<file path="src/core/sbpbr_pkg.sv">
// Constants for the serial bus PHY base register bank
package sbpbr_pkg;
    // Register indices; byte address is four times the index
    localparam logic [3:0] IDX_NODE_IDENTITY = 4'h0;
    localparam logic [3:0] IDX_RESET_GAP = 4'h1;
    localparam logic [3:0] IDX_PORT_CAPABILITY = 4'h2;
    localparam logic [3:0] IDX_SPEED_DELAY = 4'h3;
    localparam logic [3:0] IDX_LINK_POWER = 4'h4;
    localparam logic [3:0] IDX_EVENT_FEATURE = 4'h5;
    localparam logic [3:0] IDX_SPARE_SIX = 4'h6;
    localparam logic [3:0] IDX_PAGE_PORT = 4'h7;
    localparam logic [3:0] IDX_PAGED_FIRST = 4'h8;
    localparam int BYTE_ADDR_SHIFT = 2;
    localparam int REG_COUNT = 16;

    // Field positions inside the 8-bit data
    localparam int NODE_NUMBER_LSB = 2;
    localparam int ROOT_BIT = 1;
    localparam int CABLE_POWER_BIT = 0;
    localparam int ROOT_HOLDOFF_BIT = 7;
    localparam int LONG_RESET_BIT = 6;
    localparam int GAP_LSB = 0;
    localparam int PAGE_LSB = 5;
    localparam int PORT_LSB = 0;

    // Constant capability codes
    localparam logic [2:0] EXTENDED_CODE = 3'h7;
    localparam logic [3:0] PORT_TOTAL = 4'h2;
    localparam logic [2:0] SPEED_S400 = 3'h2;
    localparam logic [3:0] REPEATER_DELAY = 4'h0;

    // Values after system reset
    localparam logic [5:0] GAP_DEFAULT = 6'h3F;
    localparam logic [2:0] PAGE_RESET = 3'h0;
    localparam logic [3:0] PORT_RESET = 4'h0;
    localparam logic [5:0] NODE_RESET = 6'h00;

    // Pages whose registers are all reserved
    localparam logic [2:0] PAGE_RSVD_LO = 3'h2;
    localparam logic [2:0] PAGE_RSVD_HI = 3'h6;

    // Long bus reset timing
    localparam int LONG_RESET_US = 166;
    localparam int CLK_KHZ = 10000;
    localparam int LONG_RESET_CYC = (LONG_RESET_US * CLK_KHZ) / 1000;
    localparam int CNT_W = 12;

    // Long bus reset sequencer states
    typedef enum logic [1:0] {
        LR_IDLE = 2'b00,
        LR_ACTIVE = 2'b01
    } sbpbr_lr_t;
endpackage

</file>
<file path="src/core/sbpbr_regs.sv">
// Base register bank of a two-port serial bus PHY, reached over APB
//
// Chosen here: register access over APB.
`timescale 1ns/100ps
module sbpbr_regs #(
    parameter int ADDR_W = 8
) (
    // Clock, reset, enable
    input wire logic core_clk,
    input wire logic arst_n,
    input wire logic ce,
    // APB slave
    input wire logic psel,
    input wire logic penable,
    input wire logic pwrite,
    input wire logic [ADDR_W-1:0] paddr,
    input wire logic [31:0] pwdata,
    input wire logic [3:0] pstrb,
    output logic [31:0] prdata,
    output logic pready,
    output logic pslverr,
    // Pin from the cable
    input wire logic cable_power_ok,
    // Events from the PHY core, same clock
    input wire logic bus_reset_evt,
    input wire logic tree_root_evt,
    input wire logic self_id_done,
    input wire logic [5:0] self_id_node,
    input wire logic cfg_gap_evt,
    input wire logic [5:0] cfg_gap_value,
    input wire logic xfer_busy,
    // Controls to the PHY core
    output logic [5:0] gap_count,
    output logic root_holdoff,
    output logic long_reset_active,
    output logic [3:0] port_choice,
    // Unsolicited register 0 status
    output logic status_push,
    output logic [7:0] status_data
);

    typedef struct packed {
        logic cps_meta;
        logic cps_sync;
        logic [5:0] node_number;
        logic node_valid;
        logic root;
        logic root_holdoff;
        logic long_req;
        logic [5:0] gap;
        logic gap_stale;
        logic [2:0] page;
        logic [3:0] port;
        sbpbr_pkg::sbpbr_lr_t lr_state;
        logic [sbpbr_pkg::CNT_W-1:0] lr_cnt;
        logic armed;
        logic [7:0] rdata;
        logic push;
        logic [7:0] push_data;
    } sbpbr_state_t;

    localparam sbpbr_state_t ST_RESET = '{
        cps_meta: 1'b0,
        cps_sync: 1'b0,
        node_number: sbpbr_pkg::NODE_RESET,
        node_valid: 1'b0,
        root: 1'b0,
        root_holdoff: 1'b0,
        long_req: 1'b0,
        gap: sbpbr_pkg::GAP_DEFAULT,
        gap_stale: 1'b0,
        page: sbpbr_pkg::PAGE_RESET,
        port: sbpbr_pkg::PORT_RESET,
        lr_state: sbpbr_pkg::LR_IDLE,
        lr_cnt: '0,
        armed: 1'b0,
        rdata: 8'h00,
        push: 1'b0,
        push_data: 8'h00
    };

    localparam logic [sbpbr_pkg::CNT_W-1:0] LR_LAST =
        sbpbr_pkg::CNT_W'(sbpbr_pkg::LONG_RESET_CYC - 1);

    // Parameter sanity
    generate
        if (ADDR_W < 7) begin : g_bad_addr
            $error("ADDR_W must leave a bit above the sixteen word registers");
        end
        if (sbpbr_pkg::LONG_RESET_CYC >= (1 << sbpbr_pkg::CNT_W)) begin : g_bad_cnt
            $error("Long reset counter too narrow");
        end
    endgenerate

    sbpbr_state_t st_reg;
    sbpbr_state_t st_next;

    // Address decode
    logic [3:0] idx;
    logic addr_ok;
    logic access_done;
    logic wr_done;
    logic wr_byte;
    logic lr_start;
    logic any_bus_reset;
    logic gap_write;
    logic [7:0] rd_mux;

    assign idx = paddr[sbpbr_pkg::BYTE_ADDR_SHIFT +: 4];
    // Only the sixteen aligned words are mapped
    assign addr_ok = (paddr[1:0] == 2'b00) &&
        (paddr[ADDR_W-1:sbpbr_pkg::BYTE_ADDR_SHIFT+4] == '0);

    // Answer is held until the read data flop has caught the address
    assign pready = ce && psel && penable && st_reg.armed;
    assign pslverr = pready && !addr_ok;
    assign access_done = pready;
    assign wr_done = access_done && pwrite && addr_ok;
    assign wr_byte = wr_done && pstrb[0];
    assign prdata = {24'h00_0000, st_reg.rdata};

    // Long reset begins only when no packet is on the wire
    assign lr_start = st_reg.long_req && !xfer_busy &&
        (st_reg.lr_state == sbpbr_pkg::LR_IDLE);
    assign any_bus_reset = bus_reset_evt || lr_start;
    assign gap_write = wr_byte && (idx == sbpbr_pkg::IDX_RESET_GAP);

    // Read data mux; base fields never look at the page
    always_comb begin
        rd_mux = 8'h00;
        case (idx)
            sbpbr_pkg::IDX_NODE_IDENTITY: begin
                rd_mux[sbpbr_pkg::NODE_NUMBER_LSB +: 6] = st_reg.node_number;
                rd_mux[sbpbr_pkg::ROOT_BIT] = st_reg.root;
                rd_mux[sbpbr_pkg::CABLE_POWER_BIT] = st_reg.cps_sync;
            end
            sbpbr_pkg::IDX_RESET_GAP: begin
                rd_mux[sbpbr_pkg::ROOT_HOLDOFF_BIT] = st_reg.root_holdoff;
                rd_mux[sbpbr_pkg::LONG_RESET_BIT] = st_reg.long_req;
                rd_mux[sbpbr_pkg::GAP_LSB +: 6] = st_reg.gap;
            end
            sbpbr_pkg::IDX_PORT_CAPABILITY: begin
                rd_mux = {sbpbr_pkg::EXTENDED_CODE, 1'b0, sbpbr_pkg::PORT_TOTAL};
            end
            sbpbr_pkg::IDX_SPEED_DELAY: begin
                rd_mux = {sbpbr_pkg::SPEED_S400, 1'b0, sbpbr_pkg::REPEATER_DELAY};
            end
            sbpbr_pkg::IDX_PAGE_PORT: begin
                rd_mux[sbpbr_pkg::PAGE_LSB +: 3] = st_reg.page;
                rd_mux[sbpbr_pkg::PORT_LSB +: 4] = st_reg.port;
            end
            default: begin
                // Registers 4 to 6 and every paged slot read zero here
                rd_mux = 8'h00;
            end
        endcase
        if (!addr_ok) begin
            rd_mux = 8'h00;
        end
    end

    // Next state of the whole bank
    always_comb begin
        st_next = st_reg;
        // Cable power sense crosses in through two flops
        st_next.cps_meta = cable_power_ok;
        st_next.cps_sync = st_reg.cps_meta;

        // Read data caught during setup, stable through access
        if (psel) begin
            st_next.rdata = rd_mux;
        end
        st_next.armed = psel && !access_done;

        // Node number and unsolicited status
        st_next.push = 1'b0;
        if (bus_reset_evt || lr_start) begin
            st_next.node_valid = 1'b0;
        end
        if (self_id_done) begin
            st_next.node_number = self_id_node;
            st_next.node_valid = 1'b1;
            st_next.push = 1'b1;
            st_next.push_data = {self_id_node, st_reg.root, st_reg.cps_sync};
        end

        // Root flag; tree-ID set wins a same-cycle reset
        if (any_bus_reset) begin
            st_next.root = 1'b0;
        end
        if (tree_root_evt) begin
            st_next.root = 1'b1;
        end

        // Long reset request, cleared by any bus reset
        if (any_bus_reset) begin
            st_next.long_req = 1'b0;
        end

        // Gap count staleness across bus resets
        if (any_bus_reset) begin
            if (st_reg.gap_stale) begin
                st_next.gap = sbpbr_pkg::GAP_DEFAULT;
            end
            st_next.gap_stale = 1'b1;
        end
        if (cfg_gap_evt) begin
            st_next.gap = cfg_gap_value;
            st_next.gap_stale = 1'b0;
        end

        // Register writes take effect at the accepting edge
        if (gap_write) begin
            st_next.root_holdoff = pwdata[sbpbr_pkg::ROOT_HOLDOFF_BIT];
            st_next.gap = pwdata[sbpbr_pkg::GAP_LSB +: 6];
            st_next.gap_stale = 1'b0;
            if (pwdata[sbpbr_pkg::LONG_RESET_BIT]) begin
                st_next.long_req = 1'b1;
            end
        end
        if (wr_byte && (idx == sbpbr_pkg::IDX_PAGE_PORT)) begin
            st_next.page = pwdata[sbpbr_pkg::PAGE_LSB +: 3];
            st_next.port = pwdata[sbpbr_pkg::PORT_LSB +: 4];
        end

        // Long bus reset sequencer
        case (st_reg.lr_state)
            sbpbr_pkg::LR_IDLE: begin
                if (lr_start) begin
                    st_next.lr_state = sbpbr_pkg::LR_ACTIVE;
                    st_next.lr_cnt = LR_LAST;
                end
            end
            sbpbr_pkg::LR_ACTIVE: begin
                if (st_reg.lr_cnt == '0) begin
                    st_next.lr_state = sbpbr_pkg::LR_IDLE;
                end else begin
                    st_next.lr_cnt = st_reg.lr_cnt - 1'b1;
                end
            end
            default: begin
                st_next.lr_state = sbpbr_pkg::LR_IDLE;
            end
        endcase
    end

    // State register; enable low freezes everything
    always_ff @(posedge core_clk or negedge arst_n) begin
        if (!arst_n) begin
            st_reg <= ST_RESET;
        end else if (ce) begin
            st_reg <= st_next;
        end
    end

    // Outputs to the core
    assign gap_count = st_reg.gap;
    assign root_holdoff = st_reg.root_holdoff;
    assign long_reset_active = (st_reg.lr_state == sbpbr_pkg::LR_ACTIVE);
    assign port_choice = st_reg.port;
    assign status_push = st_reg.push;
    assign status_data = st_reg.push_data;

    // Helper: length of each long reset in enabled cycles
    logic [sbpbr_pkg::CNT_W:0] h_lr_len;
    always_ff @(posedge core_clk or negedge arst_n) begin
        if (!arst_n) begin
            h_lr_len <= '0;
        end else if (ce) begin
            h_lr_len <= long_reset_active ? h_lr_len + 1'b1 : '0;
        end
    end
endmodule

</file>
<file path="config.mk">
export PLATFORM = sky130hd
export DESIGN_NAME = sbpbr_regs
export DESIGN_NICKNAME = d
export VERILOG_FILES = /design/src/core/sbpbr_pkg.sv /design/src/core/sbpbr_regs.sv
export SDC_FILE = /design/constraint.sdc
export NUM_CORES = 1
export LEC_CHECK = 0
export ABC_AREA = 1
export BUFFER_PORTS_ARGS = -buffer_cell sky130_fd_sc_hd__buf_4
export CAP_MARGIN = 25
export CORE_MARGIN = 1
export CORE_UTILIZATION = 53
export CTS_CLUSTER_SIZE = 14
export DETAILED_ROUTE_END_ITERATION = 12
export HOLD_SLACK_MARGIN = 0.12
export PLACE_DENSITY_LB_ADDON = 0.1
export SLEW_MARGIN = 20
export SYNTH_ARGS = -nofsm -noshare
export SYNTH_HDL_FRONTEND = slang
export SYNTH_SLANG_ARGS = --single-unit
</file>
<file path="constraint.sdc">
create_clock -name core_clk -period 2.1 [get_ports core_clk]
set_input_delay 0.42 -clock core_clk [delete_from_list [all_inputs] [get_ports core_clk]]
set_output_delay 0.42 -clock core_clk [all_outputs]
set_load 0.005 [all_outputs]
</file>
==> flow_metrics.tcl <==
set metrics [dict create \
    io_pins 123 \
    max_stage_delay_ns 0.39 \
    nets 496 \
    synth_seq_area_share_pct 41.3 \
    ys_top_cells_by_count "nand2_1, buf_4, dfrtp_1, inv_1, nand3_1" \
    worst_slack_ns 0.417 \
    postRouteAntennaNets 0 \
    routed_wl_um 6120 \
    clock-sinks 50 \
    synthTopCellsByArea "dfrtp_1, nand2_1, buf_4" \
    avgViaCountPerCell 4.82 \
    fmax_mhz 594 \
    worstMarginPinSlew_ns 0.624 \
    slew_viol_final 0 \
    vdd_drop_max_mv 0.272 \
    grt_max_degree 51 \
    grt_usage_pct 21.8 \
    cp.required_ns 1.68 \
    ys_async_sr_fraction_pct 100 \
    dp_hpwl_um 4690 \
    cts_setup_buffers 0 \
    grt-ovfl-total 0 \
    cp.depth 7 \
    die_area_sq_um 6060 \
    syn_inst 380 \
    path_cells "nand2_1 -> inv_2 -> nand2_1 -> inv_1 -> o21ai_0 -> inv_1 -> buf_4" \
    antennaDiodeCount 0 \
    rr_worst_depth 10 \
    total_power_w 0.00223 \
    crit_end "pslverr" \
    std_cell_rows 27 \
    status "completed" \
    drc 0 \
    ys.flop_type "dfrtp_1" \
    timing.rr.start "st_reg[18]$_DFFE_PN0P_" \
    rr_endpoint "st_reg[25]$_DFFE_PN0P_" \
    skew_ns 0.0157 \
    ys_ff_latch 50 \
    crit_slowest_cell "dfrtp_1" \
    largest_register_ffs 27 \
    holdWs_ns 0.129 \
    clock_latency_ns 0.31 \
    post_cts_resized 0 \
    area_growth_pct 14.3 \
    critical_path_class "reg -> out" \
    place.gp.congestion 0.811 \
    drtIter0Drc 108 \
    hold_viol 0 \
    hp-class "in -> async" \
    cts_buffers 5 \
    wire_per_inst_um 12.3 \
    crit_buf_inv 4 \
    tns_ns 0 \
    syn-cell-area_sq_um 3050 \
    power_density_nw_per_um2 639 \
    synth_most_common_cell "nand2_1" \
    rsz0062_at_grt "no" \
    startpoint "st_reg[17]$_DFFE_PN0P_" \
    vias 2406 \
    ys_warn_count 0 \
    finalCritPeriodShare_pct 80.1 \
    coreArea_sq_um 5540 \
    yosysTopAreaCell "dfrtp_1" \
    h-tree-depth 2 \
    worstPathArrival_ns 1.26 \
    initial_core_util_pct 55.0 \
    max_cap_violations 0 \
    antenna_found_initial 0 \
    post_cts_hold_buffer_count 0 \
    tritoncts "done" \
    fp.dieW_um 77.8 \
    clockBufferDepth 2 \
    die_y_um 77.8 \
    setup_violations 0 \
    p_leak_nw 1.81 \
    post-place-ws_ns 0.366 \
    synth_area_per_cell_sq_um 8.02 \
    synth_top_area_share_pct 36.1 \
    cp-start-kind "register" \
    clock-root-buffer "clkbuf_8" \
    drive_gt1_share_pct 29.5 \
    grt_pass1_wl_um 10400 \
    rrSetupSlack_ns 0.44 \
    crit_fanout 2 \
    slew_headroom_pct 58.4 \
    crit_family "flip-flops" \
    finalCriticalPeriod_ns 1.68 \
    synth_cell_types 39 \
    grt_pass1_vias 2242 \
    clk_pin_slew_ns 0.10 \
    first_pass_iters 4 \
    synth_enable_flop_cells 0 \
    cp-end-kind "output pin" \
    port_buffers 71 \
]
-- cells by family after synthesis --
| kind of cell | after synthesis | share of synthesized area (%) |
|---|---|---|
| multiplexers | 6 | 2.22 |
| adder cells (fa/ha/maj) | 2 | 0.821 |
| other | 1 | 0.123 |
| buffers and inverters | 94 | 18.7 |
| AO/OA/AOI/OAI | 57 | 10.8 |
| AND/OR/NAND/NOR | 167 | 25.2 |
| flip-flops | 50 | 41.3 |
| XOR/XNOR | 3 | 0.863 |
-- layout by cell type (no fill, tap or decap), drive strengths merged, types with 2 or more instances in the layout --
cell type	instances
dfrtp	44
o21ai	44
a21oi	7
nand3	25
buf	73
conb	24
ha	2
inv	37
xor2	2
clkbuf	6
or2	7
bufinv	2
nand4	2
nor2	18
mux2	6
nand2	113
dfstp	6
a22o	2
-- per-layer routing --
layer  part of all wire (%)  global-route usage [%]  up-vias
met5                      0                       0        -
met2                     45                    32.9       82
li1                       -                       -     1225
met3                    5.9                    4.71        6
met4                   0.96                    6.42        0
met1                     48                    31.4     1093
-- how the worst min path moves through the flow --
stage / slack (ns) / start / to
after floorplan: 0.12 / arst_n / port_choice[0]$_DFFE_PN0P_
after global placement: 0.46 / status_push$_DFFE_PN0P_ / status_push$_DFFE_PN0P_
after detailed placement: 0.47 / prdata[4]$_DFFE_PN0N_ / prdata[4]$_DFFE_PN0N_
after CTS: 0.15 / arst_n / st_reg[24]$_DFFE_PN0P_
after global routing: 0.18 / arst_n / st_reg[53]$_DFFE_PN0P_
final: 0.13 / arst_n / st_reg[48]$_DFFE_PN0P_
-- metrics by stage --
stage / area [sq um] / instances / util [%]
floorplan: 3130 / 403 / -
global placement: 3340 / 491 / 60.3
detailed placement: 3340 / 491 / 60.3
CTS: 3480 / 499 / 62.9
global route: 3480 / 499 / 62.9
finish: 3480 / 499 / 62.9
-- where the power goes --
part	internal, W	switching [W]	total, W
logic	0.000159	0.000152	0.000310
registers	0.00104	0.0000487	0.00108
clock network	0.000508	0.000323	0.000831
total	0.00170	0.000523	0.00223
-- layout make-up --
cell class                      instances  area, sq um
Fill cell                             523         2060
Multi-Input combinational cell        259         1310
Sequential cell                        50         1260
Timing Repair Buffer                   73          548
Inverter                               37          139
Tap cell                               72         90.1
Clock buffer                            6         82.6
Clock inverter                          2         60.1
Note: power is estimated with default switching activity, not from simulation.
